--- src/core/cwd_pkg.sv ---
// Package of constants and types for the configuration word decoder
package cwd_pkg;
  localparam int CWD_WORD_W = 14;
  localparam int CWD_NUM_WORDS = 5;
  localparam logic [CWD_WORD_W-1:0] CWD_ERASED = 14'h3fff;
  // Implemented bit masks; unimplemented bits read as one
  localparam logic [CWD_WORD_W-1:0] CWD_MASK_OSC = 14'h2977;
  localparam logic [CWD_WORD_W-1:0] CWD_MASK_SUP = 14'h3ee3;
  localparam logic [CWD_WORD_W-1:0] CWD_MASK_WDG = 14'h3f7f;
  localparam logic [CWD_WORD_W-1:0] CWD_MASK_MEM = 14'h2b9f;
  localparam logic [CWD_WORD_W-1:0] CWD_MASK_CP = 14'h0001;
  // APB byte addresses
  localparam logic [7:0] CWD_ADDR_OSC = 8'h00;
  localparam logic [7:0] CWD_ADDR_SUP = 8'h04;
  localparam logic [7:0] CWD_ADDR_WDG = 8'h08;
  localparam logic [7:0] CWD_ADDR_MEM = 8'h0c;
  localparam logic [7:0] CWD_ADDR_CP = 8'h10;
  localparam logic [7:0] CWD_ADDR_STAT = 8'h14;
  localparam logic [7:0] CWD_ADDR_CTRL = 8'h18;
  // Field positions
  localparam int CWD_EXTOSC_LSB = 0;
  localparam int CWD_MASTER_CLEAR_PIN_ENABLE_BIT = 0;
  localparam int CWD_STKRST_BIT = 12;
  localparam int CWD_DEBUG_BIT = 13;
  localparam int CWD_WPS_LSB = 0;
  localparam int CWD_WMODE_LSB = 5;
  localparam int CWD_WWIN_LSB = 8;
  localparam int CWD_WCLK_LSB = 11;
  localparam int CWD_BOOT_REGION_SIZE_LSB = 0;
  localparam int CWD_BOOT_REGION_ENABLE_BIT = 3;
  localparam int CWD_STORAGE_FLASH_ENABLE_BIT = 4;
  localparam int CWD_APP_REGION_WRITE_LOCK_BIT = 7;
  localparam int CWD_BOOT_REGION_WRITE_LOCK_BIT = 8;
  localparam int CWD_CFG_REGION_WRITE_LOCK_BIT = 9;
  localparam int CWD_STORAGE_FLASH_WRITE_LOCK_BIT = 11;
  localparam int CWD_LVP_BIT = 13;
  localparam int CWD_CP_BIT = 0;
  // Period-select, window, boot-block, stack-depth and erase-key constants
  localparam logic [4:0] CWD_WPS_DEFAULT = 5'h1f;
  localparam logic [4:0] CWD_WPS_DEF_LOAD = 5'h0b;
  localparam logic [4:0] CWD_WPS_MAX = 5'h12;
  localparam logic [4:0] CWD_WPS_MIN = 5'h00;
  localparam logic [2:0] CWD_WIN_OPEN = 3'h7;
  localparam logic [2:0] CWD_WIN_OPEN_ALT = 3'h6;
  localparam logic [2:0] CWD_BB_SMALLEST = 3'h7;
  localparam int CWD_BB_BASE_WORDS = 512;
  localparam int CWD_STACK_DEPTH = 16;
  localparam logic [31:0] CWD_ERASE_KEY = 32'h0000_00e5;

  typedef enum logic [2:0] {
    CWD_OSC_XT = 3'h1, CWD_OSC_HS = 3'h2, CWD_OSC_RSVD = 3'h3,
    CWD_OSC_OFF = 3'h4, CWD_OSC_EC_LOW = 3'h5, CWD_OSC_EC_MID = 3'h6,
    CWD_OSC_EC_HIGH = 3'h7
  } cwd_osc_mode_t;

  typedef enum logic [1:0] {
    CWD_PWR_LOW = 2'h0, CWD_PWR_MED = 2'h1, CWD_PWR_HIGH = 2'h2
  } cwd_power_t;

  typedef enum logic [2:0] {
    CWD_WCLK_SW, CWD_WCLK_RSVD, CWD_WCLK_SECONDARY_OSC, CWD_WCLK_LFINT,
    CWD_WCLK_MFINT
  } cwd_wclk_t;

  typedef struct packed {
    logic master_clear_active;
    logic low_voltage_prog;
    logic code_protect;
    logic [2:0] ext_osc_mode;
    logic [1:0] ext_osc_power;
    logic ext_osc_enable;
    logic [2:0] wdog_clock;
    logic [2:0] wdog_window;
    logic wdog_window_soft;
    logic wdog_keyed;
    logic wdog_run;
    logic [4:0] wdog_period;
    logic wdog_period_soft;
    logic [12:0] boot_size;
    logic boot_lock;
    logic app_lock;
    logic cfg_lock;
    logic saf_enable;
    logic saf_lock;
    logic stack_fault_reset;
    logic debug_enable;
  } cwd_cfg_t;

  // Memory port toward external programmer
  typedef struct packed {
    logic req;
    logic wr;
    logic [14:0] addr;
    logic [13:0] wdata;
  } cwd_ext_req_t;

  typedef struct packed {
    logic ack;
    logic [13:0] rdata;
  } cwd_ext_rsp_t;
endpackage

--- src/core/cwd_stack.sv ---
// Sixteen-level return stack with overflow and underflow handling
module cwd_stack
  import cwd_pkg::*;
#(
  parameter int DEPTH = cwd_pkg::CWD_STACK_DEPTH,
  parameter int WIDTH = 15
) (
  // Clock and reset
  input wire logic pclk,
  input wire logic presetn,
  // Control
  input wire logic fault_reset_en,
  input wire logic push,
  input wire logic pop,
  input wire logic [WIDTH-1:0] push_data,
  // Status
  output logic [WIDTH-1:0] top,
  output logic overflow,
  output logic underflow,
  output logic fault_reset
);
  import cwd_pkg::*;

  localparam int PW = $clog2(DEPTH);

  typedef struct packed {
    logic [PW:0] count;
    logic [PW-1:0] ptr;
    logic ovf;
    logic unf;
    logic rst;
  } cwd_stk_state_t;

  cwd_stk_state_t st_reg, st_next;
  logic [WIDTH-1:0] mem [DEPTH];
  logic full, empty;

  assign full = (st_reg.count == (PW+1)'(DEPTH));
  assign empty = (st_reg.count == '0);

  always_comb begin
    st_next = st_reg;
    st_next.rst = 1'b0;
    if (push && !pop) begin
      if (full) begin
        st_next.ovf = 1'b1;
        st_next.rst = fault_reset_en;
        if (!fault_reset_en) begin
          st_next.ptr = st_reg.ptr + 1'b1;
        end
      end else begin
        st_next.count = st_reg.count + 1'b1;
        st_next.ptr = st_reg.ptr + 1'b1;
      end
    end else if (pop && !push) begin
      if (empty) begin
        st_next.unf = 1'b1;
        st_next.rst = fault_reset_en;
      end else begin
        st_next.count = st_reg.count - 1'b1;
        st_next.ptr = st_reg.ptr - 1'b1;
      end
    end
  end

  always_ff @(posedge pclk or negedge presetn) begin
    if (!presetn) begin
      st_reg <= '0;
    end else begin
      st_reg <= st_next;
    end
  end

  always_ff @(posedge pclk) begin
    if (push && !pop && !(full && fault_reset_en)) begin
      mem[PW'(st_reg.ptr + 1'b1)] <= push_data;
    end
  end

  assign top = mem[st_reg.ptr];
  assign overflow = st_reg.ovf;
  assign underflow = st_reg.unf;
  assign fault_reset = st_reg.rst;
endmodule // cwd_stack

--- src/core/cwd_decoder.sv ---
// Configuration word decoder with APB access and protection gating
//
// Implementation choices: the register offsets and the APB register port.
module cwd_decoder
  import cwd_pkg::*;
#(
  parameter int PROG_WORDS = 8192
) (
  // Clock and reset
  input wire logic pclk,
  input wire logic presetn,
  // APB slave
  input wire logic psel,
  input wire logic penable,
  input wire logic pwrite,
  input wire logic [7:0] paddr,
  input wire logic [31:0] pwdata,
  output logic [31:0] prdata,
  output logic pready,
  output logic pslverr,
  // Nonvolatile word source
  input wire logic [CWD_NUM_WORDS*CWD_WORD_W-1:0] nvm_words,
  // Pin and core inputs
  input wire logic reset_program_pin,
  input wire logic sleep_active,
  input wire logic wdog_soft_enable,
  input wire logic stack_push,
  input wire logic stack_pop,
  input wire logic [14:0] stack_push_data,
  // External programmer port
  input wire cwd_pkg::cwd_ext_req_t ext_req,
  output cwd_pkg::cwd_ext_rsp_t ext_rsp,
  // Internal memory side of the external port
  input wire logic [13:0] mem_rdata,
  output logic mem_wr,
  output logic [14:0] mem_addr,
  output logic [13:0] mem_wdata,
  // Decoded settings
  output cwd_pkg::cwd_cfg_t cfg,
  output logic master_clear_reset,
  output logic general_input,
  output logic wdog_enable,
  output logic stack_fault_rst,
  output logic [14:0] stack_top
);
  import cwd_pkg::*;

  localparam int W = CWD_WORD_W;
  localparam logic [12:0] HALF_WORDS = 13'(PROG_WORDS / 2);

  typedef enum {ST_LOAD, ST_RUN} cwd_phase_t;

  typedef struct packed {
    cwd_phase_t phase;
    logic [4:0][W-1:0] words;
    logic [4:0][W-1:0] ld_words;
    cwd_cfg_t cfg;
    logic [31:0] prdata;
    logic pready;
    logic pslverr;
    logic master_clear_pin_rst;
    logic gen_in;
    logic wdog_en;
    logic stk_rst;
    logic [14:0] stk_top;
    cwd_ext_rsp_t ext_rsp;
    logic mem_wr;
    logic [14:0] mem_addr;
    logic [13:0] mem_wdata;
    logic pin_s1;
    logic pin_s2;
  } cwd_state_t;

  cwd_state_t s_reg, s_next;
  logic [14:0] stk_top_w;
  logic stk_ovf, stk_unf, stk_rst_w;

  function automatic logic [12:0] boot_words(input logic en_n,
                                             input logic [2:0] code);
    logic [12:0] size;
    size = '0;
    if (!en_n) begin
      size = 13'(CWD_BB_BASE_WORDS) << (CWD_BB_SMALLEST - code);
      if (code < 3'h4 || size > HALF_WORDS) begin
        size = HALF_WORDS;
      end
    end
    return size;
  endfunction

  function automatic logic [W-1:0] fix_word(input logic [W-1:0] raw,
                                            input logic [W-1:0] mask);
    return raw | ~mask;
  endfunction

  function automatic logic [31:0] word_out(input logic [W-1:0] w);
    return {18'h0, w};
  endfunction

  function automatic cwd_cfg_t decode(input logic [4:0][W-1:0] wd);
    cwd_cfg_t c;
    logic [2:0] osc, wclk, wwin;
    logic [1:0] wmode;
    logic [4:0] wps;
    c = '0;
    osc = wd[0][CWD_EXTOSC_LSB +: 3];
    c.ext_osc_mode = osc;
    c.ext_osc_enable = (osc != CWD_OSC_OFF) && (osc != CWD_OSC_RSVD);
    case (osc)
      CWD_OSC_EC_HIGH, CWD_OSC_HS: c.ext_osc_power = CWD_PWR_HIGH;
      CWD_OSC_EC_MID, CWD_OSC_XT: c.ext_osc_power = CWD_PWR_MED;
      default: c.ext_osc_power = CWD_PWR_LOW;
    endcase
    c.low_voltage_prog = wd[3][CWD_LVP_BIT];
    c.master_clear_active = wd[3][CWD_LVP_BIT] ||
                            wd[1][CWD_MASTER_CLEAR_PIN_ENABLE_BIT];
    c.stack_fault_reset = wd[1][CWD_STKRST_BIT];
    c.debug_enable = !wd[1][CWD_DEBUG_BIT];
    wclk = wd[2][CWD_WCLK_LSB +: 3];
    case (wclk)
      3'h7: c.wdog_clock = CWD_WCLK_SW;
      3'h2: c.wdog_clock = CWD_WCLK_SECONDARY_OSC;
      3'h1: c.wdog_clock = CWD_WCLK_LFINT;
      3'h0: c.wdog_clock = CWD_WCLK_MFINT;
      default: c.wdog_clock = CWD_WCLK_RSVD;
    endcase
    wwin = wd[2][CWD_WWIN_LSB +: 3];
    if (wwin == CWD_WIN_OPEN || wwin == CWD_WIN_OPEN_ALT) begin
      c.wdog_window = CWD_WIN_OPEN;
      c.wdog_window_soft = 1'b1;
      c.wdog_keyed = 1'b0;
    end else begin
      c.wdog_window = wwin;
      c.wdog_window_soft = 1'b0;
      c.wdog_keyed = 1'b1;
    end
    wmode = wd[2][CWD_WMODE_LSB +: 2];
    c.wdog_run = wmode[1];
    wps = wd[2][CWD_WPS_LSB +: 5];
    if (wps == CWD_WPS_DEFAULT) begin
      c.wdog_period = CWD_WPS_DEF_LOAD;
      c.wdog_period_soft = 1'b1;
    end else if (wps > CWD_WPS_MAX) begin
      c.wdog_period = CWD_WPS_MIN;
    end else begin
      c.wdog_period = wps;
    end
    c.boot_size = boot_words(wd[3][CWD_BOOT_REGION_ENABLE_BIT],
                             wd[3][CWD_BOOT_REGION_SIZE_LSB +: 3]);
    c.boot_lock = !wd[3][CWD_BOOT_REGION_WRITE_LOCK_BIT] && !wd[3][CWD_BOOT_REGION_ENABLE_BIT];
    c.app_lock = !wd[3][CWD_APP_REGION_WRITE_LOCK_BIT];
    c.cfg_lock = !wd[3][CWD_CFG_REGION_WRITE_LOCK_BIT];
    c.saf_enable = !wd[3][CWD_STORAGE_FLASH_ENABLE_BIT];
    c.saf_lock = c.saf_enable && !wd[3][CWD_STORAGE_FLASH_WRITE_LOCK_BIT];
    c.code_protect = !wd[4][CWD_CP_BIT];
    return c;
  endfunction

  cwd_stack #(.DEPTH(CWD_STACK_DEPTH), .WIDTH(15)) u_stack (
    .pclk(pclk),
    .presetn(presetn),
    .fault_reset_en(s_reg.cfg.stack_fault_reset),
    .push(stack_push),
    .pop(stack_pop),
    .push_data(stack_push_data),
    .top(stk_top_w),
    .overflow(stk_ovf),
    .underflow(stk_unf),
    .fault_reset(stk_rst_w)
  );

  always_comb begin
    logic apb_setup;
    logic apb_commit;
    logic [W-1:0] wv;
    apb_setup = psel && !penable;
    // Write lands at the edge where pready is seen high
    apb_commit = psel && penable && pwrite && s_reg.pready;
    wv = '0;
    s_next = s_reg;
    s_next.pin_s1 = reset_program_pin;
    s_next.pin_s2 = s_reg.pin_s1;
    s_next.pready = 1'b0;
    s_next.pslverr = 1'b0;
    s_next.mem_wr = 1'b0;
    s_next.ext_rsp.ack = 1'b0;
    s_next.stk_top = stk_top_w;
    s_next.stk_rst = stk_rst_w;
    case (s_reg.phase)
      ST_LOAD: begin
        // Capture words once after reset release
        s_next.words[0] = fix_word(nvm_words[0*W +: W], CWD_MASK_OSC);
        s_next.words[1] = fix_word(nvm_words[1*W +: W], CWD_MASK_SUP);
        s_next.words[2] = fix_word(nvm_words[2*W +: W], CWD_MASK_WDG);
        s_next.words[3] = fix_word(nvm_words[3*W +: W], CWD_MASK_MEM);
        s_next.words[4] = fix_word(nvm_words[4*W +: W], CWD_MASK_CP);
        s_next.cfg = decode(s_next.words);
        s_next.ld_words = s_next.words;
        s_next.phase = ST_RUN;
      end
      ST_RUN: begin
        s_next.master_clear_pin_rst = s_reg.cfg.master_clear_active &&
                          !s_reg.pin_s2;
        s_next.gen_in = !s_reg.cfg.master_clear_active &&
                        s_reg.pin_s2;
        case (s_reg.ld_words[2][CWD_WMODE_LSB +: 2])
          2'b11: s_next.wdog_en = 1'b1;
          2'b10: s_next.wdog_en = !sleep_active;
          2'b01: s_next.wdog_en = wdog_soft_enable;
          default: s_next.wdog_en = 1'b0;
        endcase
        if (ext_req.req) begin
          s_next.ext_rsp.ack = 1'b1;
          s_next.mem_addr = ext_req.addr;
          if (s_reg.cfg.code_protect) begin
            s_next.ext_rsp.rdata = '0;
          end else if (ext_req.wr) begin
            s_next.mem_wr = 1'b1;
            s_next.mem_wdata = ext_req.wdata;
          end else begin
            s_next.ext_rsp.rdata = mem_rdata;
          end
        end
        if (apb_setup) begin
          s_next.pready = 1'b1;
          if (pwrite) begin
            s_next.pslverr = (paddr != CWD_ADDR_MEM) &&
                             (paddr != CWD_ADDR_CTRL);
          end else begin
            case (paddr)
              CWD_ADDR_OSC: s_next.prdata = word_out(s_reg.words[0]);
              CWD_ADDR_SUP: s_next.prdata = word_out(s_reg.words[1]);
              CWD_ADDR_WDG: s_next.prdata = word_out(s_reg.words[2]);
              CWD_ADDR_MEM: s_next.prdata = word_out(s_reg.words[3]);
              CWD_ADDR_CP: s_next.prdata = word_out(s_reg.words[4]);
              CWD_ADDR_STAT: s_next.prdata = {29'h0, stk_unf, stk_ovf,
                                              s_reg.master_clear_pin_rst};
              CWD_ADDR_CTRL: s_next.prdata = '0;
              default: begin
                s_next.prdata = '0;
                s_next.pslverr = 1'b1;
              end
            endcase
          end
        end
        if (apb_commit) begin
          if (paddr == CWD_ADDR_MEM) begin
            // Lock bits only clear to zero; ones return only on the CTRL erase key
            wv = s_reg.words[3] & fix_word(pwdata[W-1:0],
                                            CWD_MASK_MEM);
            s_next.words[3] = wv;
          end else if (paddr == CWD_ADDR_CTRL &&
                       pwdata == CWD_ERASE_KEY) begin
            s_next.words = {5{CWD_ERASED}};
          end
        end
      end
      default: s_next.phase = ST_LOAD;
    endcase
  end

  always_ff @(posedge pclk or negedge presetn) begin
    if (!presetn) begin
      s_reg <= '0;
      // Pin idles high; avoids a false master clear after reset
      s_reg.pin_s1 <= 1'b1;
      s_reg.pin_s2 <= 1'b1;
    end else begin
      s_reg <= s_next;
    end
  end

  assign prdata = s_reg.prdata;
  assign pready = s_reg.pready;
  assign pslverr = s_reg.pslverr;
  assign ext_rsp = s_reg.ext_rsp;
  assign mem_wr = s_reg.mem_wr;
  assign mem_addr = s_reg.mem_addr;
  assign mem_wdata = s_reg.mem_wdata;
  assign cfg = s_reg.cfg;
  assign master_clear_reset = s_reg.master_clear_pin_rst;
  assign general_input = s_reg.gen_in;
  assign wdog_enable = s_reg.wdog_en;
  assign stack_fault_rst = s_reg.stk_rst;
  assign stack_top = s_reg.stk_top;
endmodule // cwd_decoder

--- config.mk ---
export PLATFORM = sky130hd
export DESIGN_NAME = cwd_decoder
export DESIGN_NICKNAME = d
export VERILOG_FILES = /design/src/core/cwd_pkg.sv /design/src/core/cwd_stack.sv /design/src/core/cwd_decoder.sv
export SDC_FILE = /design/constraint.sdc
export NUM_CORES = 1
export LEC_CHECK = 0
export ABC_AREA = 1
export ABC_CLOCK_PERIOD_IN_PS = 2650
export BUFFER_PORTS_ARGS = -buffer_cell sky130_fd_sc_hd__buf_2
export CORE_MARGIN = 8
export CORE_UTILIZATION = 30
export CTS_BUF_LIST = sky130_fd_sc_hd__clkbuf_4 sky130_fd_sc_hd__clkbuf_8 sky130_fd_sc_hd__clkbuf_16
export CTS_CLUSTER_DIAMETER = 200
export CTS_CLUSTER_SIZE = 20
export DETAILED_ROUTE_END_ITERATION = 8
export GPL_TIMING_DRIVEN = 0
export SLEW_MARGIN = 10
export SYNTH_ARGS = -nofsm -noshare
export SYNTH_HDL_FRONTEND = slang
export SYNTH_HIERARCHICAL = 1
export SYNTH_SLANG_ARGS = --single-unit
--- constraint.sdc ---
create_clock -name pclk -period 2.65 [get_ports pclk]
set_input_delay 0.1325 -clock pclk [delete_from_list [all_inputs] [get_ports pclk]]
set_output_delay 0.1325 -clock pclk [all_outputs]
set_load 0.01 [all_outputs]
==> metrics.md <==
| Metric | Value |
|---|---|
| Status | `finished clean` |
| GRT Total Usage | `15.5%` |
| Pint | `11600 µW` |
| Post-synthesis mux area share | `0%` |
| Vias/cell | `4.58` |
| Asr flop ratio synth | `between 40 and 50%` |
| Min cycle time layout | `2.53 ns` |
| Vias in the first global route | `14500` |
| DR WL/cell | `between 15 and 20 µm` |
| Synthesis Warnings | `6` |
| Combinational family with the most area after synthesis | `simple AND/OR/NAND/NOR gates` |
| Fraction of the mapped netlist area in compound gates | `2.71%` |
| Clock Root Buffer | `clkbuf_16` |
| Slew at the pin closest to its max-slew limit | `approximately 0.80 ns` |
| Worst-path clk slew | `0.09 ns` |
| Highest Clock Rate | `396 MHz` |
| CP Launch Type | `flip-flop` |
| Synth cell count leaders | `nand2_1, edfxtp_1, nand3_1, dfrtp_1, nor2_1` |
| Yosys top cell by area | `edfxtp_1` |
| Worst Hold Class | `input pin to flip-flop` |
| TritonCTS clock tree | `yes` |
| WP buf/inv | `4` |
| Post-Syn Area | `0.0185 mm²` |
| Die H | `265 µm` |
| Nets | `2527` |
| Clk_lat worst skew | `0.58 ns` |
| Full die area | `around 0.070 mm²` |
| Port bufs | `between 200 and 300` |
| Critical path fanouts, max | `15` |
| Instance count on the critical path | `7` |
| Top Family by Delay on Critical Path | `buffers and inverters` |
| Sink Count | `416` |
| Die span in x | `265 µm` |
| Worst path required time | `2.87 ns` |
| Highest-delay cell along the critical path | `nor2_4` |
| Worst Hold Path Cells | `4` |
| Setup Slack @ Placement | `-0.195 ns` |
| Final Max Tran Viols | `0` |
| Largest net degree at the start of global routing | `102` |
| Post-detail-place hpwl | `~40 mm` |
| Netlist cell types | `45` |
| Critical path class | `flip-flop to flip-flop` |
| Power consumption | `17900 µW` |
| GRT overflow | `0` |
| Pwr Density | `763 mW/mm²` |
| Iter 0 DRT Violations | `1196` |
| VDD IR max | `0.502 mV` |
| Slew Limit Headroom | `46.7%` |
| Drt pass-1 iters | `5` |
| Finished Layout Cells | `3137` |
| Initial Util | `30.2%` |
| Post-synth EDFFs | `240` |
| Row cnt | `91` |
| Mean Syn Cell Area | `about 10 µm²` |
| Layout Skew | `0.0112 ns` |
| Max reg flops | `240` |
| Combinational power share | `33.5%` |
| Yosys reg bits | `416` |
| Routability Congestion | `0.915` |
| Register area share after synthesis | `62.7%` |
| # placed instances | `2953` |
| First-pass GRT wire length | `85.7 mm` |
| Cell Chain, Critical Path | `buf_2, inv_2, buf_6, clkbuf_4, ha_1, nand3_2, nor2_4` |
| Fin worst setup slack | `0.122 ns` |
| Maximum clock insertion buffer count | `3` |
| CTS Buf Count | `24` |
| Routed wire length | `55.8 mm` |
| Initial antenna violation count | `3` |
| DR vias | `14400` |
| CP max stage delay | `0.49 ns` |
| Seq pwr share | `43.7%` |
| Crit share post-route | `a little over nine tenths` |
| Area delta synth->final | `26.5%` |
| Number of max-cap violations | `0` |
| Final setup fails | `0` |
| Number of I/O pins | `between 300 and 400` |
| Antenna violation net count after detailed routing | `0` |
| Post-Synth Adder-Cell Area | `less than 1%` |
| Sw Ratio | `35.3%` |
| Share of the synthesized area in the top cell type | `38.9%` |
| Fillcell total | `6010` |
| Post-layout util | `roughly two fifths` |
| Switching power | `between 6000 and 7000 µW` |
| Arrival time of the worst setup path | `2.75 ns` |
| Most numerous cell in the Yosys netlist | `nand2_1` |
| Main area contributors after synthesis | `edfxtp_1, dfrtp_1, nand2_1` |
| Layout cells sized above 1 | `about 25%` |
| Core area | `0.0614 mm²` |
| Capturing element type of the critical path | `flip-flop` |
| Simple-Gate Fraction of Synth Area | `23.9%` |
| Hold Fails Final Rpt | `0` |
| Top FF cell, synth | `edfxtp_1` |
| Htree depth | `1` |
| DRC Markers | `0` |
| Xor/xnor cell area share of the yosys netlist | `less than 1%` |
| Mapped Cells | `around 1900` |
| R2R depth | `7` |
| Clock share of power | `22.8%` |
| Static Leak | `0.0105 µW` |
| Setup fix buffers added after clock tree synthesis | `0` |
[power by group through the flow]
stage	registers [µW]	logic, µW	clock network (µW)
finish	7820	5990	4070
detailed placement	7960	5740	0
CTS	7820	5960	4210
global route	7890	6600	4400
floorplan	7860	3570	0
global placement	7950	5580	0
[layer usage]
metal  global-route usage, %  wire length [µm]  vias to the layer above
li1                        -                 -                     6874
met3                    2.75              3630                       91
met4                    4.27              1710                        4
met1                    19.4             23000                     6892
met5                       0                21                        -
met2                    27.3             27500                      506
[tightest hold or removal path: cells and delay by family]
kind                   cells  cell delay [ns]
AOI/OAI and AO/OA          2             0.19
buffers and inverters      1             0.12
and+or+nand+nor            1             0.10
[per-stage QoR]
step	area, µm²	TNS [ns]	hold slack, ns
6_report	23400	0	0.0159
5_1_grt	23400	-0.000375	0.0245
4_1_cts	23400	-0.470	0.000493
3_5_place_dp	21200	-8.06	0.251
3_3_place_gp	20900	-367.66	0.251
2_1_floorplan	18600	0	-0.163
[final timing paths]
| kind | start | to | slack [ns] |
|---|---|---|---|
| worst min-delay path | ext_req[29] | ext_rsp[4] | 0.02 |
| worst max register to register | u_stack/st_reg[3] | u_stack/mem[13][10] | 0.12 |
| worst max-delay path | u_stack/st_reg[3] | u_stack/mem[13][10] | 0.12 |
| worst min register to register | s_next[0] | s_reg[0] | 0.36 |
| max in group asynchronous | presetn | s_next[0] | 1.55 |
| min in group asynchronous | presetn | ext_rsp[6] | 0.20 |
[layout make-up]
type | instances | area (µm²) | share of cell area [%]
timing repair buffer | 423 | 2970 | 12.7
inverter | 94 | 353 | 1.51
clock inverter | 2 | 60.1 | 0.256
antenna | 1 | 2.50 | 0.0107
tap | 790 | 988 | 4.22
clock buffer | 36 | 691 | 2.95
multi-input combinational | 1166 | 5340 | 22.8
sequential | 416 | 11600 | 49.6
buffer | 209 | 1420 | 6.06
[logic make-up (layout without fill, tap and decap cells)]
kind of cell	count (synthesis)	after routing
other cells	2	29
buf+inv	303	764
xor+xnor	3	3
fa+ha+maj	13	13
compound gates	88	88
simple gates	1034	1034
flops	416	416
[cell usage in the layout (no fill, tap or decap), types with 45 or more instances in the layout]
master         Yosys  routed
nand2_1          590     590
o21ai_0           45      45
dlygate4sd3_1      0     145
nand3_1          203     201
buf_4            144     144
nor2_1           158     142
buf_2             43     308
dfrtp_1          174     174
inv_1             85      85
edfxtp_1         240     240
[repair_timing]
| action | in CTS | in global routing |
|---|---|---|
| endpoints found under the hold margin | 442 | 0 |
| pin swaps | 0 | 0 |
| resized for setup | 5 | 7 |
| hold buffers | 145 | 0 |
| endpoints found under the setup margin | 53 | 92 |
No activity file was read; power rests on OpenSTA's default activity.
